File: src/lapc_regs.svh
// Register map, field layout and timing constants of the lifting axle block.
// How it works
// - One leading-axle pressure decides axle position.
// - Rising load lowers axle at lowering threshold.
// - Overload threshold vents all grounded axle bellows.
// - No refill until pressure below overload; an ignition off-then-on stops venting for one program cycle even at overload.
// - Ignition off-then-on clears overload lockout.
// - Falling load raises axle at raising threshold.
// - Traction help accepted only with axle down.
// - Traction help vents lifting-axle supporting bellows.
// - At limiting pressure stop venting, hold pressure.
// - Deactivation restores pre-activation bellows pressure.
// - Traction help only below limiting speed.
// - Hysteresis band applies only below limit.
// - Limit, band, speed and times are stored.
`ifndef LAPC_REGS_SVH
`define LAPC_REGS_SVH

// ****************************************************************
// Register offsets
// ****************************************************************
`define LAPC_OFS_CTRL      8'h00
`define LAPC_OFS_LOWER     8'h04
`define LAPC_OFS_RAISE     8'h08
`define LAPC_OFS_OVERLOAD  8'h0c
`define LAPC_OFS_TH_LIMIT  8'h10
`define LAPC_OFS_TH_HYST   8'h14
`define LAPC_OFS_TH_SPEED  8'h18
`define LAPC_OFS_ACT_TIME  8'h1c
`define LAPC_OFS_ACT_GAP   8'h20
`define LAPC_OFS_STATUS    8'h24
`define LAPC_OFS_PRESSURE  8'h28
`define LAPC_OFS_IRQ_STAT  8'h2c
`define LAPC_OFS_IRQ_CLR   8'h30
`define LAPC_OFS_IRQ_EN    8'h34

// ****************************************************************
// Fields and reset values
// ****************************************************************
`define LAPC_CTRL_EN_BIT   0
`define LAPC_PW            12
`define LAPC_SW            8
`define LAPC_NIRQ          4
`define LAPC_IRQ_LOWERED   0
`define LAPC_IRQ_RAISED    1
`define LAPC_IRQ_OVERLOAD  2
`define LAPC_IRQ_TH_LIMIT  3
`define LAPC_RST_LOWER     12'hbb8
`define LAPC_RST_RAISE     12'h708
`define LAPC_RST_OVERLOAD  12'hfa0
`define LAPC_RST_TH_LIMIT  12'hee4
`define LAPC_RST_TH_HYST   12'h064
`define LAPC_RST_TH_SPEED  8'h1e
`define LAPC_RST_ACT       16'h0000

// ****************************************************************
// Timing
// ****************************************************************
`define LAPC_CLK_HZ        20000000
`define LAPC_CYCLE_US      25000
`define LAPC_CYCLE_CLKS    ((`LAPC_CYCLE_US / 1000) * (`LAPC_CLK_HZ / 1000))

`endif

File: src/lapc_pkg.sv
// Types shared by the lifting axle pressure control block.
package lapc_pkg;
  `include "lapc_regs.svh"

  typedef enum logic [1:0] {
    LAPC_TH_IDLE    = 2'b00,
    LAPC_TH_VENT    = 2'b01,
    LAPC_TH_HOLD    = 2'b10,
    LAPC_TH_RESTORE = 2'b11
  } lapc_th_e;

  typedef struct packed {
    logic [`LAPC_PW-1:0] lower;
    logic [`LAPC_PW-1:0] raise;
    logic [`LAPC_PW-1:0] overload;
    logic [`LAPC_PW-1:0] th_limit;
    logic [`LAPC_PW-1:0] th_hyst;
    logic [`LAPC_SW-1:0] th_speed;
  } lapc_cfg_s;

  typedef struct packed {
    logic lead_vent;
    logic lift_vent;
    logic lift_fill;
    logic axle_raise;
  } lapc_valve_s;
endpackage : lapc_pkg

File: src/lapc_sync.sv
// Two-stage synchroniser for pin inputs.
`timescale 1ns/10ps
`default_nettype none
module lapc_sync #(
  parameter int W = 1
) (
  input  wire logic         clk_i,
  input  wire logic         rst_b_i,
  input  wire logic [W-1:0] async_i,
  output var  logic [W-1:0] sync_o
);
  logic [W-1:0] meta_r;

  always_ff @(posedge clk_i) begin
    if (!rst_b_i) begin
      meta_r <= '0;
      sync_o <= '0;
    end else begin
      meta_r <= async_i;
      sync_o <= meta_r;
    end
  end
endmodule // lapc_sync
`default_nettype wire

File: src/lapc_tick.sv
// Program cycle timer producing one pulse per period.
`timescale 1ns/10ps
`default_nettype none
module lapc_tick #(
  parameter int unsigned PERIOD = 500000
) (
  input  wire logic clk_i,
  input  wire logic rst_b_i,
  output var  logic tick_o
);
  logic [19:0] cnt_r;
  logic        wrap;

  assign wrap = (cnt_r == 20'(PERIOD - 1));

  always_ff @(posedge clk_i) begin
    if (!rst_b_i) begin
      cnt_r  <= 20'h00000;
      tick_o <= 1'b0;
    end else begin
      cnt_r  <= wrap ? 20'h00000 : cnt_r + 20'h00001;
      tick_o <= wrap;
    end
  end
endmodule // lapc_tick
`default_nettype wire

File: src/lapc_top.sv
// Lifting axle pressure controller with register port and valve outputs.
//
// Chosen here: the register offsets and the strobed register port.
`timescale 1ns/10ps
`default_nettype none
module lapc_top
  import lapc_pkg::*;
#(
  parameter int unsigned CYCLE_CLKS = `LAPC_CYCLE_CLKS
) (
  input  wire logic                clk_i,
  input  wire logic                rst_b_i,
  input  wire logic [7:0]          addr_i,
  input  wire logic [31:0]         wdata_i,
  input  wire logic                wr_i,
  input  wire logic                rd_i,
  output var  logic [31:0]         rdata_o,
  input  wire logic [`LAPC_PW-1:0] pressure_i,
  input  wire logic [`LAPC_SW-1:0] speed_i,
  input  wire logic                ignition_i,
  input  wire logic                traction_req_i,
  output var  logic                lead_vent_o,
  output var  logic                lift_vent_o,
  output var  logic                lift_fill_o,
  output var  logic                axle_raise_o,
  output var  logic                irq_o
);

  // ****************************************************************
  // Pin synchronisation and program cycle
  // ****************************************************************
  localparam int SW = `LAPC_PW + `LAPC_SW + 2;

  logic [SW-1:0]         pin_sync;
  logic [`LAPC_PW-1:0]   p_pin;
  logic [`LAPC_SW-1:0]   v_pin;
  logic                  ign_pin;
  logic                  req_pin;
  logic                  tick;

  lapc_sync #(
    .W (SW)
  ) u_sync (
    .clk_i   (clk_i),
    .rst_b_i (rst_b_i),
    .async_i ({pressure_i, speed_i, ignition_i, traction_req_i}),
    .sync_o  (pin_sync)
  );

  assign {p_pin, v_pin, ign_pin, req_pin} = pin_sync;

  lapc_tick #(
    .PERIOD (CYCLE_CLKS)
  ) u_tick (
    .clk_i   (clk_i),
    .rst_b_i (rst_b_i),
    .tick_o  (tick)
  );

  // ****************************************************************
  // Configuration registers
  // ****************************************************************
  lapc_cfg_s           cfg_r;
  logic                en_r;
  logic [15:0]         act_time_r;
  logic [15:0]         act_gap_r;
  logic [`LAPC_NIRQ-1:0] irq_stat_r;
  logic [`LAPC_NIRQ-1:0] irq_en_r;

  function automatic logic hit(input logic [7:0] a,
                               input logic [7:0] ofs);
    hit = (a == ofs);
  endfunction

  wire w_ctrl  = wr_i && hit(addr_i, `LAPC_OFS_CTRL);
  wire w_low   = wr_i && hit(addr_i, `LAPC_OFS_LOWER);
  wire w_rais  = wr_i && hit(addr_i, `LAPC_OFS_RAISE);
  wire w_ovl   = wr_i && hit(addr_i, `LAPC_OFS_OVERLOAD);
  wire w_lim   = wr_i && hit(addr_i, `LAPC_OFS_TH_LIMIT);
  wire w_hyst  = wr_i && hit(addr_i, `LAPC_OFS_TH_HYST);
  wire w_spd   = wr_i && hit(addr_i, `LAPC_OFS_TH_SPEED);
  wire w_atime = wr_i && hit(addr_i, `LAPC_OFS_ACT_TIME);
  wire w_agap  = wr_i && hit(addr_i, `LAPC_OFS_ACT_GAP);
  wire w_iclr  = wr_i && hit(addr_i, `LAPC_OFS_IRQ_CLR);
  wire w_ien   = wr_i && hit(addr_i, `LAPC_OFS_IRQ_EN);

  wire [`LAPC_PW-1:0] wd_p = wdata_i[`LAPC_PW-1:0];

  // Thresholds are taken as written; ordering them is software's job.
  always_ff @(posedge clk_i) begin
    if (!rst_b_i) begin
      en_r           <= 1'b0;
      cfg_r.lower    <= `LAPC_RST_LOWER;
      cfg_r.raise    <= `LAPC_RST_RAISE;
      cfg_r.overload <= `LAPC_RST_OVERLOAD;
      cfg_r.th_limit <= `LAPC_RST_TH_LIMIT;
      cfg_r.th_hyst  <= `LAPC_RST_TH_HYST;
      cfg_r.th_speed <= `LAPC_RST_TH_SPEED;
      act_time_r     <= `LAPC_RST_ACT;
      act_gap_r      <= `LAPC_RST_ACT;
      irq_en_r       <= '0;
    end else begin
      if (w_ctrl)  en_r           <= wdata_i[`LAPC_CTRL_EN_BIT];
      if (w_low)   cfg_r.lower    <= wd_p;
      if (w_rais)  cfg_r.raise    <= wd_p;
      if (w_ovl)   cfg_r.overload <= wd_p;
      if (w_lim)   cfg_r.th_limit <= wd_p;
      if (w_hyst)  cfg_r.th_hyst  <= wd_p;
      if (w_spd)   cfg_r.th_speed <= wdata_i[`LAPC_SW-1:0];
      if (w_atime) act_time_r     <= wdata_i[15:0];
      if (w_agap)  act_gap_r      <= wdata_i[15:0];
      if (w_ien)   irq_en_r       <= wdata_i[`LAPC_NIRQ-1:0];
    end
  end

  // ****************************************************************
  // Per-cycle sampling and comparisons
  // ****************************************************************
  logic [`LAPC_PW-1:0] p_r;
  logic                ign_r;
  logic                ign_prev_r;
  logic                req_r;
  logic                slow_r;

  // All decisions use values frozen at the cycle tick so that one
  // program cycle sees a single consistent pressure.
  always_ff @(posedge clk_i) begin
    if (!rst_b_i) begin
      p_r        <= '0;
      ign_r      <= 1'b1;
      ign_prev_r <= 1'b1;
      req_r      <= 1'b0;
      slow_r     <= 1'b0;
    end else if (tick) begin
      p_r        <= p_pin;
      ign_prev_r <= ign_r;
      ign_r      <= ign_pin;
      req_r      <= req_pin;
      slow_r     <= (v_pin < cfg_r.th_speed);
    end
  end

  logic eval_r;

  always_ff @(posedge clk_i) begin
    if (!rst_b_i) begin
      eval_r <= 1'b0;
    end else begin
      eval_r <= tick;
    end
  end

  wire ge_lower = (p_r >= cfg_r.lower);
  wire le_raise = (p_r <= cfg_r.raise);
  wire ge_ovl   = (p_r >= cfg_r.overload);
  wire ge_lim   = (p_r >= cfg_r.th_limit);
  wire [`LAPC_PW:0] band_lo = {1'b0, cfg_r.th_limit}
                            - {1'b0, cfg_r.th_hyst};
  // The band runs from th_hyst below the limit upward; a band wider than the limit is empty.
  wire in_band  = !band_lo[`LAPC_PW]
                  && (p_r >= band_lo[`LAPC_PW-1:0]);
  wire ign_on   = ign_r && !ign_prev_r;

  // ****************************************************************
  // Overload lockout and axle position
  // ****************************************************************
  logic                axle_up_r;
  logic                ovl_lock_r;
  logic                axle_up_nxt;
  logic                ovl_lock_nxt;
  lapc_th_e            th_st_r;
  lapc_th_e            th_st_nxt;
  logic [`LAPC_PW-1:0] p_pre_r;

  // The ignition cycle wins for one program cycle so the bellows refill;
  // a pressure still at overload locks again on the next cycle.
  always_comb begin
    ovl_lock_nxt = ovl_lock_r;
    if (ign_on) begin
      ovl_lock_nxt = 1'b0;
    end else if (ge_ovl) begin
      ovl_lock_nxt = 1'b1;
    end else begin
      ovl_lock_nxt = 1'b0;
    end
  end

  always_comb begin
    axle_up_nxt = axle_up_r;
    if (axle_up_r && ge_lower) begin
      axle_up_nxt = 1'b0;
    end else if (!axle_up_r && le_raise) begin
      axle_up_nxt = 1'b1;
    end
  end

  always_ff @(posedge clk_i) begin
    if (!rst_b_i) begin
      axle_up_r  <= 1'b1;
      ovl_lock_r <= 1'b0;
    end else if (eval_r && en_r) begin
      ovl_lock_r <= ovl_lock_nxt;
      if (th_st_r == LAPC_TH_IDLE) begin
        axle_up_r <= axle_up_nxt;
      end
    end
  end

  // ****************************************************************
  // Traction help
  // ****************************************************************
  // Pressure must be in the down-axle region with no lockout and the
  // vehicle slow before a request is honoured.
  wire th_ok = req_r && !axle_up_r && !ovl_lock_r
               && slow_r && !ge_ovl;

  always_comb begin
    th_st_nxt = th_st_r;
    case (th_st_r)
      LAPC_TH_IDLE: begin
        if (th_ok && !ge_lim) begin
          th_st_nxt = LAPC_TH_VENT;
        end
      end
      LAPC_TH_VENT: begin
        if (!th_ok) begin
          th_st_nxt = LAPC_TH_RESTORE;
        end else if (ge_lim) begin
          th_st_nxt = LAPC_TH_HOLD;
        end
      end
      LAPC_TH_HOLD: begin
        if (!th_ok) begin
          th_st_nxt = LAPC_TH_RESTORE;
        end else if (!in_band && !ge_lim) begin
          th_st_nxt = LAPC_TH_VENT;
        end
      end
      LAPC_TH_RESTORE: begin
        if (p_r <= p_pre_r) begin
          th_st_nxt = LAPC_TH_IDLE;
        end
      end
      default: begin
        th_st_nxt = LAPC_TH_IDLE;
      end
    endcase
  end

  always_ff @(posedge clk_i) begin
    if (!rst_b_i) begin
      th_st_r <= LAPC_TH_IDLE;
      p_pre_r <= '0;
    end else if (eval_r && en_r) begin
      th_st_r <= th_st_nxt;
      if (th_st_r == LAPC_TH_IDLE) begin
        p_pre_r <= p_r;
      end
    end
  end

  // ****************************************************************
  // Valve outputs
  // ****************************************************************
  lapc_valve_s valve_nxt;

  // Overload venting overrides everything else; the lifting axle
  // itself is not raised by it, only the grounded bellows dump.
  always_comb begin
    valve_nxt            = '0;
    valve_nxt.axle_raise = axle_up_r;
    if (ovl_lock_r) begin
      valve_nxt.lead_vent = 1'b1;
      valve_nxt.lift_vent = !axle_up_r;
    end else begin
      case (th_st_r)
        LAPC_TH_VENT:    valve_nxt.lift_vent = 1'b1;
        LAPC_TH_HOLD:    valve_nxt.lift_fill = ge_lim;
        LAPC_TH_RESTORE: valve_nxt.lift_fill = 1'b1;
        default:         valve_nxt.lift_vent = 1'b0;
      endcase
    end
  end

  always_ff @(posedge clk_i) begin
    if (!rst_b_i) begin
      lead_vent_o  <= 1'b0;
      lift_vent_o  <= 1'b0;
      lift_fill_o  <= 1'b0;
      axle_raise_o <= 1'b0;
    end else if (eval_r) begin
      lead_vent_o  <= en_r & valve_nxt.lead_vent;
      lift_vent_o  <= en_r & valve_nxt.lift_vent;
      lift_fill_o  <= en_r & valve_nxt.lift_fill;
      axle_raise_o <= en_r & valve_nxt.axle_raise;
    end
  end

  // ****************************************************************
  // Interrupts
  // ****************************************************************
  logic [`LAPC_NIRQ-1:0] ev;
  logic [`LAPC_NIRQ-1:0] clr;

  wire upd = eval_r && en_r;

  assign ev[`LAPC_IRQ_LOWERED]  = upd && (th_st_r == LAPC_TH_IDLE)
                                  && axle_up_r && !axle_up_nxt;
  assign ev[`LAPC_IRQ_RAISED]   = upd && (th_st_r == LAPC_TH_IDLE)
                                  && !axle_up_r && axle_up_nxt;
  assign ev[`LAPC_IRQ_OVERLOAD] = upd && ovl_lock_nxt && !ovl_lock_r;
  assign ev[`LAPC_IRQ_TH_LIMIT] = upd && (th_st_nxt == LAPC_TH_HOLD)
                                  && (th_st_r == LAPC_TH_VENT);
  assign clr = w_iclr ? wdata_i[`LAPC_NIRQ-1:0] : '0;

  // A new event beats a clear that lands in the same cycle.
  genvar gi;
  generate
    for (gi = 0; gi < `LAPC_NIRQ; gi++) begin : g_irq
      always_ff @(posedge clk_i) begin
        if (!rst_b_i) begin
          irq_stat_r[gi] <= 1'b0;
        end else if (ev[gi]) begin
          irq_stat_r[gi] <= 1'b1;
        end else if (clr[gi]) begin
          irq_stat_r[gi] <= 1'b0;
        end
      end
    end
  endgenerate

  always_ff @(posedge clk_i) begin
    if (!rst_b_i) begin
      irq_o <= 1'b0;
    end else begin
      irq_o <= |(irq_stat_r & irq_en_r);
    end
  end

  // ****************************************************************
  // Read port
  // ****************************************************************
  logic [31:0] rd_mux;

  wire [31:0] status_w = {26'h0000000, th_st_r, slow_r,
                          ign_r, ovl_lock_r, axle_up_r};

  always_comb begin
    case (addr_i)
      `LAPC_OFS_CTRL:     rd_mux = {31'h00000000, en_r};
      `LAPC_OFS_LOWER:    rd_mux = {20'h00000, cfg_r.lower};
      `LAPC_OFS_RAISE:    rd_mux = {20'h00000, cfg_r.raise};
      `LAPC_OFS_OVERLOAD: rd_mux = {20'h00000, cfg_r.overload};
      `LAPC_OFS_TH_LIMIT: rd_mux = {20'h00000, cfg_r.th_limit};
      `LAPC_OFS_TH_HYST:  rd_mux = {20'h00000, cfg_r.th_hyst};
      `LAPC_OFS_TH_SPEED: rd_mux = {24'h000000, cfg_r.th_speed};
      `LAPC_OFS_ACT_TIME: rd_mux = {16'h0000, act_time_r};
      `LAPC_OFS_ACT_GAP:  rd_mux = {16'h0000, act_gap_r};
      `LAPC_OFS_STATUS:   rd_mux = status_w;
      `LAPC_OFS_PRESSURE: rd_mux = {20'h00000, p_r};
      `LAPC_OFS_IRQ_STAT: rd_mux = {28'h0000000, irq_stat_r};
      `LAPC_OFS_IRQ_EN:   rd_mux = {28'h0000000, irq_en_r};
      default:            rd_mux = 32'h00000000;
    endcase
  end

  // Data appear only in the cycle after the strobe and read zero
  // otherwise, so a stale value cannot be mistaken for an answer.
  always_ff @(posedge clk_i) begin
    if (!rst_b_i) begin
      rdata_o <= 32'h00000000;
    end else begin
      rdata_o <= rd_i ? rd_mux : 32'h00000000;
    end
  end

endmodule // lapc_top
`default_nettype wire

File: config.mk
export PLATFORM = sky130hd
export DESIGN_NAME = lapc_top
export DESIGN_NICKNAME = d
export VERILOG_FILES = /design/src/lapc_pkg.sv /design/src/lapc_sync.sv /design/src/lapc_tick.sv /design/src/lapc_top.sv
export VERILOG_INCLUDE_DIRS = /design/src
export SDC_FILE = /design/constraint.sdc
export NUM_CORES = 1
export LEC_CHECK = 0
export BUFFER_PORTS_ARGS = -buffer_cell sky130_fd_sc_hd__buf_2
export CORE_ASPECT_RATIO = 0.5
export CORE_MARGIN = 2
export CORE_UTILIZATION = 30
export CTS_CLUSTER_DIAMETER = 30
export DETAILED_ROUTE_END_ITERATION = 8
export GPL_TIMING_DRIVEN = 0
export SETUP_SLACK_MARGIN = 0.02
export SKIP_LAST_GASP = 1
export SLEW_MARGIN = 30
export SYNTH_ARGS = -nofsm -noshare
export SYNTH_HDL_FRONTEND = slang
export SYNTH_SLANG_ARGS = --single-unit
File: constraint.sdc
create_clock -name clk_i -period 3.8 [get_ports clk_i]
set_clock_uncertainty 0.2 [all_clocks]
set_input_delay 0.19 -clock clk_i [delete_from_list [all_inputs] [get_ports clk_i]]
set_output_delay 0.19 -clock clk_i [all_outputs]
set_load 0.005 [all_outputs]
==> results.json, run 1 <==
{
  "drt_iter0_drc": 862,
  "synth_top_area_cell": "dfxtp_1",
  "async_flop_share_pct": 0,
  "io_pins": 103,
  "dr.pass1.iters": 5,
  "outcome": "finished clean",
  "synth_top_family_by_area": "simple AND/OR/NAND/NOR gates",
  "overflow": 0,
  "fp.dieH_um": 142,
  "vias": 9985,
  "grt_start_max_net_pins": 15,
  "nets": 1651,
  "cts_buffers": 43,
  "post-route-min-period_ps": 3620,
  "crit_path_end_kind": "flop",
  "first_global_vias": 9681,
  "syn-cell-area_um2": 11400,
  "fill_cells": 3718,
  "ir_worst_vdd_v": 0.000293,
  "synth-simple-area-share_pct": 20.4,
  "drv_cap": 0,
  "final_cell_mix": "nand2_1, dfxtp_1, ha_1",
  "clock_latency_ps": 530,
  "synthFlopType": "dfxtp_1",
  "fin_crit_sh_pct": 95.2,
  "holdWs_ps": 20.6,
  "p_leak_nw": 5.87,
  "ys_warn_count": 0,
  "reg2regPathDepth": 16,
  "ctsHtreeMaxLevel": 2,
  "min_path_type": "input port to flop",
  "ys_ff_latch": 228,
  "dieArea_um2": 39600,
  "worstPathArrival_ps": 3820,
  "power_density_nw_per_um2": 463,
  "routedLengthMet1_mm": 15.4,
  "grt_pass1_wl_mm": 54.0,
  "relSlewSlack_pct": 39.0,
  "synth-xor-area-share_pct": 1.77,
  "wl_per_cell_um": 17.3,
  "post-route-util_pct": 38.8,
  "synth_fa_ha_area_share_pct": 10.3,
  "cts_tree": "yes",
  "dpl_worst_slack_ps": -155,
  "worstMarginPinSlew_ps": 908,
  "initial_core_util_pct": 30.4,
  "fin_cells": 2021,
  "dieWidth_um": 279,
  "synthCells": 1320,
  "row_count": 50,
  "worstHoldPathCells": 5,
  "fin_ws_ps": 183,
  "cts_buffer_depth": 3,
  "crit_path_max_fanout": 4,
  "io_buffers": 62,
  "ys_types": 65,
  "worstSetupStartpointType": "flop",
  "dp_hpwl_mm": 25.4,
  "clockRootBuffer": "clkbuf_16",
  "ys_seq_area_share_pct": 40.2,
  "core_um2": 37300,
  "grtUsageTotal_pct": 17.5,
  "dr_wl_met3_mm": 2.55,
  "setup_violations": 0,
  "syn_to_final_growth_pct": 27.3,
  "via_per_inst": 4.94,
  "synthMuxAreaShare_pct": 1.23,
  "antenna_found_initial": 1,
  "synth_area_per_cell_um2": 8.61,
  "yosysTopAreaCellShare_pct": 40.2,
  "postRouteAntennaNets": 0,
  "wl_mm": 35.1,
  "hold_viol": 0,
  "clkSlewWorstSetupHoldPaths_ps": 60,
  "synth_area_leaders": "dfxtp_1, ha_1, nand2_1",
  "dpl.cell_count": 1891,
  "gp_congestion": 0.936,
  "worstSetupPathType": "flop to flop",
  "max_freq_mhz": 276,
  "synth_edf_count": 0,
  "synth_compound_area_share_pct": 19.3,
  "dr_wl_met2_mm": 16.2,
  "drc": 0,
  "critPathRequiredTime_ps": 4000,
  "top_layer": "met4",
  "drive_gt1_share_pct": 14.7,
  "clock_sinks": 228,
  "final_common_cell": "nand2_1",
  "slew_viol_final": 0
}
critical path, cell delays in order, from the launching register on:
cell	delay [ps]
dfxtp_2	360
inv_4	60
ha_4	160
fa_2	410
nor2b_2	140
o31a_1	230
o21a_1	140
a21oi_2	60
buf_4	140
xor2_1	130
ha_1	180
a21o_1	180
a211o_1	300
a211oi_2	290
nor4_4	110
o31ai_1	270
a21oi_1	100
per-stage QoR:
| step | area, um^2 | power, mW | setup TNS (ps) |
|---|---|---|---|
| floorplan | 11400 | 2.59 | 0 |
| global placement | 12400 | 2.67 | -838 |
| detailed placement | 12400 | 2.67 | -221 |
| CTS | 14400 | 6.73 | 0 |
| global route | 14500 | 6.89 | -11.1 |
| finish | 14500 | 6.70 | 0 |
power breakdown:
group	switching, mW	internal (mW)	leakage, nW
combinational	0.126	0.105	3.26
clock	1.41	2.63	0.753
sequential	0.00903	2.42	1.85
total	1.55	5.16	5.87
what timing repair did:
item	in CTS	in global routing
gates resized for setup	3	17
buffers inserted	0	5
hold buffers	45	0
endpoints found under the hold margin	106	0
endpoints found under the setup margin	2	2
pin swaps	0	14
area by class of cell:
cell class	count	area (um^2)	area share, %
well taps	494	618	4.27
clock inverters	32	400	2.77
inverters	84	318	2.20
clock buffers	47	1140	7.90
plain buffers	90	450	3.11
repair buffers	112	798	5.52
multi-input cells	933	6170	42.6
diodes	1	2.50	0.0173
flip-flops and latches	228	4570	31.6
cell usage after synthesis, types with 3 or more instances:
library cell / count
a221oi_1: 13
a21boi_2: 4
inv_1: 84
a22o_1: 16
o31a_1: 3
ha_1: 92
a21o_1: 15
nor2_1: 54
a21oi_1: 36
a22oi_1: 21
a211oi_1: 5
nand2_1: 225
nand4_1: 13
nor3_1: 12
nor4_1: 5
or3_1: 7
nand3_1: 50
a211o_1: 4
buf_4: 18
nand3b_1: 3
buf_2: 24
xor2_1: 14
o21ai_0: 22
and3_1: 6
nand2b_1: 14
a31oi_1: 13
o211ai_1: 28
nor2b_1: 20
dfxtp_1: 228
clkbuf_1: 46
mux2i_1: 14
and2_1: 57
a21boi_0: 80
a222oi_1: 9
a21boi_1: 9
o21a_1: 8
nor2_2: 4
xnor2_1: 9
routing by layer:
layer | GRT usage, % | vias to the layer above
met1 | 22.6 | 4685
met5 | 0 | -
li1 | - | 4899
met3 | 3.62 | 75
met4 | 5.97 | 0
met2 | 29.2 | 326
final timing paths:
check | start | end | slack, ps
worst max-delay path | cfg_r[20]$_SDFFE_PN0P_ | th_st_r[1]$_SDFFE_PN0P_ | 180
worst min-delay path | addr_i[4] | irq_en_r[1]$_SDFFE_PN0P_ | 20
worst max register to register | cfg_r[20]$_SDFFE_PN0P_ | th_st_r[1]$_SDFFE_PN0P_ | 180
worst min register to register | u_sync.meta_r[17]$_SDFF_PN0_ | u_sync.sync_o[17]$_SDFF_PN0_ | 230
flip-flops by register name (all words and copies together) (netlist names), 2 cells and up:
register,cells
p_r,12
u_tick.cnt_r,20
th_st_r,2
u_sync.meta_r,22
p_pre_r,12
irq_stat_r,4
rdata_o,16
u_sync.sync_o,22
act_time_r,16
irq_en_r,4
act_gap_r,16
cfg_r,68
cell families after synthesis:
| group | Yosys count |
|---|---|
| AOI/OAI and AO/OA | 301 |
| xor gates and xnor gates | 23 |
| adders and majority gates | 93 |
| buffers and inverters | 174 |
| DFF | 228 |
| muxes | 14 |
| other | 1 |
| and+or+nand+nor | 486 |
Power figures use the tool's default switching activity.
==> inputs of run 2 (changes only) <==
--- a/config.mk
+++ b/config.mk
@@ -13,6 +13,7 @@
 export CTS_CLUSTER_DIAMETER = 30
 export DETAILED_ROUTE_END_ITERATION = 8
 export GPL_TIMING_DRIVEN = 0
+export MAX_ROUTING_LAYER = met4
 export SETUP_SLACK_MARGIN = 0.02
 export SKIP_LAST_GASP = 1
 export SLEW_MARGIN = 30
==> run 2 against run 1 <==
Sequential power about the same. Global-route usage grew 0.55 points. Sequential share of layout area unchanged. Clock power is essentially flat. Largest cell class unchanged.
==> results.json, run 2 (synthesis results as in run 1) <==
{
  "worstHoldPathCells": 5,
  "initial_core_util_pct": 30.4,
  "multi_input_area_um2": 6170,
  "clock_sinks": 228,
  "cts_tree": "yes",
  "ctsHtreeMaxLevel": 2,
  "fin_crit_sh_pct": 94.8,
  "reg2regPathDepth": 14,
  "wl_mm": 35.1,
  "row_count": 50,
  "ir_worst_vdd_v": 0.000293,
  "fp.dieH_um": 142,
  "clock_latency_ps": 530,
  "worstSetupStartpointType": "flop",
  "post-route-min-period_ps": 3600,
  "critPathMaxStageDelay_ps": 440,
  "critPathRequiredTime_ps": 4000,
  "worstSetupPathType": "flop to flop",
  "dieWidth_um": 279,
  "top_register": "cfg_r",
  "outcome": "finished clean",
  "clockRootBuffer": "clkbuf_16",
  "reg_top3": "cfg_r x68, u_sync.meta_r x22, u_sync.sync_o x22",
  "grtUsageTotal_pct": 18.1,
  "hold_viol": 0,
  "cts_buffers": 43,
  "largest_register_ffs": 68,
  "holdWs_ps": 16.8,
  "grt_pass1_wl_mm": 54.0,
  "cpMaxStageDelayCell": "dfxtp_1",
  "dieArea_um2": 39600,
  "postRouteAntennaNets": 0,
  "antenna_found_initial": 1,
  "drv_cap": 0,
  "worstMarginPinSlew_ps": 987,
  "core_um2": 37300,
  "worstPathArrival_ps": 3800,
  "crit_path_max_fanout": 4,
  "dpl_worst_slack_ps": -155,
  "via_per_inst": 4.97,
  "vias": 10000,
  "p_leak_nw": 5.87,
  "regArea_um2": 4570,
  "final_cell_mix": "nand2_1, dfxtp_1, ha_1",
  "gp_congestion": 0.953,
  "path_cells": "ha_4 > fa_2 > nor2b_2 > o31a_1 > o21a_1 > a21oi_2 > o21bai_1 > xnor2_1 > ha_1 > a211o_1 > a211oi_2 > nor4_4 > o31ai_1 > a21oi_1",
  "setup_tns_ps": 0,
  "drive_gt1_share_pct": 14.7,
  "io_pins": 103,
  "fill_cells": 3718,
  "fin_ws_ps": 197,
  "max_freq_mhz": 278,
  "setup_violations": 0,
  "drt_iter0_drc": 807,
  "final_common_cell": "nand2_1",
  "dr.pass1.iters": 6,
  "min_path_type": "input port to flop",
  "crit_path_end_kind": "flop",
  "dp_hpwl_mm": 25.4,
  "cts_buffer_depth": 3,
  "overflow": 0,
  "clkSlewWorstSetupHoldPaths_ps": 60,
  "first_global_vias": 9667,
  "power_density_nw_per_um2": 463,
  "wl_per_cell_um": 17.4,
  "grt_start_max_net_pins": 15,
  "relSlewSlack_pct": 33.7,
  "syn_to_final_growth_pct": 27.3,
  "slew_viol_final": 0,
  "drc": 0,
  "io_buffers": 62,
  "nets": 1651
}
==> run 2: final timing paths <==
kind | start | to | slack (ps)
worst min register to register | u_sync.meta_r[17]$_SDFF_PN0_ | u_sync.sync_o[17]$_SDFF_PN0_ | 230
worst max-delay path | cfg_r[8]$_SDFFE_PN0P_ | th_st_r[1]$_SDFFE_PN0P_ | 200
worst max register to register | cfg_r[8]$_SDFFE_PN0P_ | th_st_r[1]$_SDFFE_PN0P_ | 200
worst min-delay path | addr_i[4] | irq_en_r[1]$_SDFFE_PN0P_ | 20
==> run 2: per-stage QoR <==
step	cells	cell area, um^2	power [mW]	util [%]
finish	2021	14500	6.71	38.8
global route	2020	14500	6.89	38.7
CTS	2015	14400	6.73	38.5
detailed placement	1891	12400	2.67	33.1
global placement	1891	12400	2.67	33.1
floorplan	1335	11400	2.59	-
==> run 2: worst max-delay path, delay by kind of cell (launching register included) <==
| kind | cells | cell delay [ps] |
|---|---|---|
| AND/OR/NAND/NOR | 2 | 160 |
| adder cells (fa/ha/maj) | 3 | 730 |
| AO/OA/AOI/OAI | 8 | 1780 |
| flip-flops | 1 | 440 |
| XOR/XNOR | 1 | 130 |
==> run 2: routing by layer <==
layer | global-route usage, % | share of wire (%) | vias to the layer above
met5 | - | 0 | -
met4 | 5.97 | 2.7 | 0
met3 | 3.47 | 7.5 | 80
met2 | 29.1 | 46 | 343
met1 | 22.8 | 44 | 4719
li1 | - | - | 4904
==> run 2: power by group <==
group,switching [mW],internal (mW)
clock,1.41,2.63
combinational,0.127,0.105
sequential,0.00908,2.42
==> run 2: cell type report <==
class,instances,share of cell area [%]
multi-input cells,933,42.6
plain buffers,90,3.11
clock buffers,47,7.90
flip-flops and latches,228,31.6
clock inverters,32,2.77
inverters,84,2.20
repair buffers,112,5.52
diodes,1,0.0173
well taps,494,4.27
==> run 2: timing repair <==
item / in CTS / in global routing
setup endpoints to repair: 2 / 2
hold endpoints to repair: 106 / 0
pin swaps: 0 / 14
hold buffers: 45 / 0
resized for setup: 3 / 17
buffers inserted: 0 / 5
cloned: 0 / 0
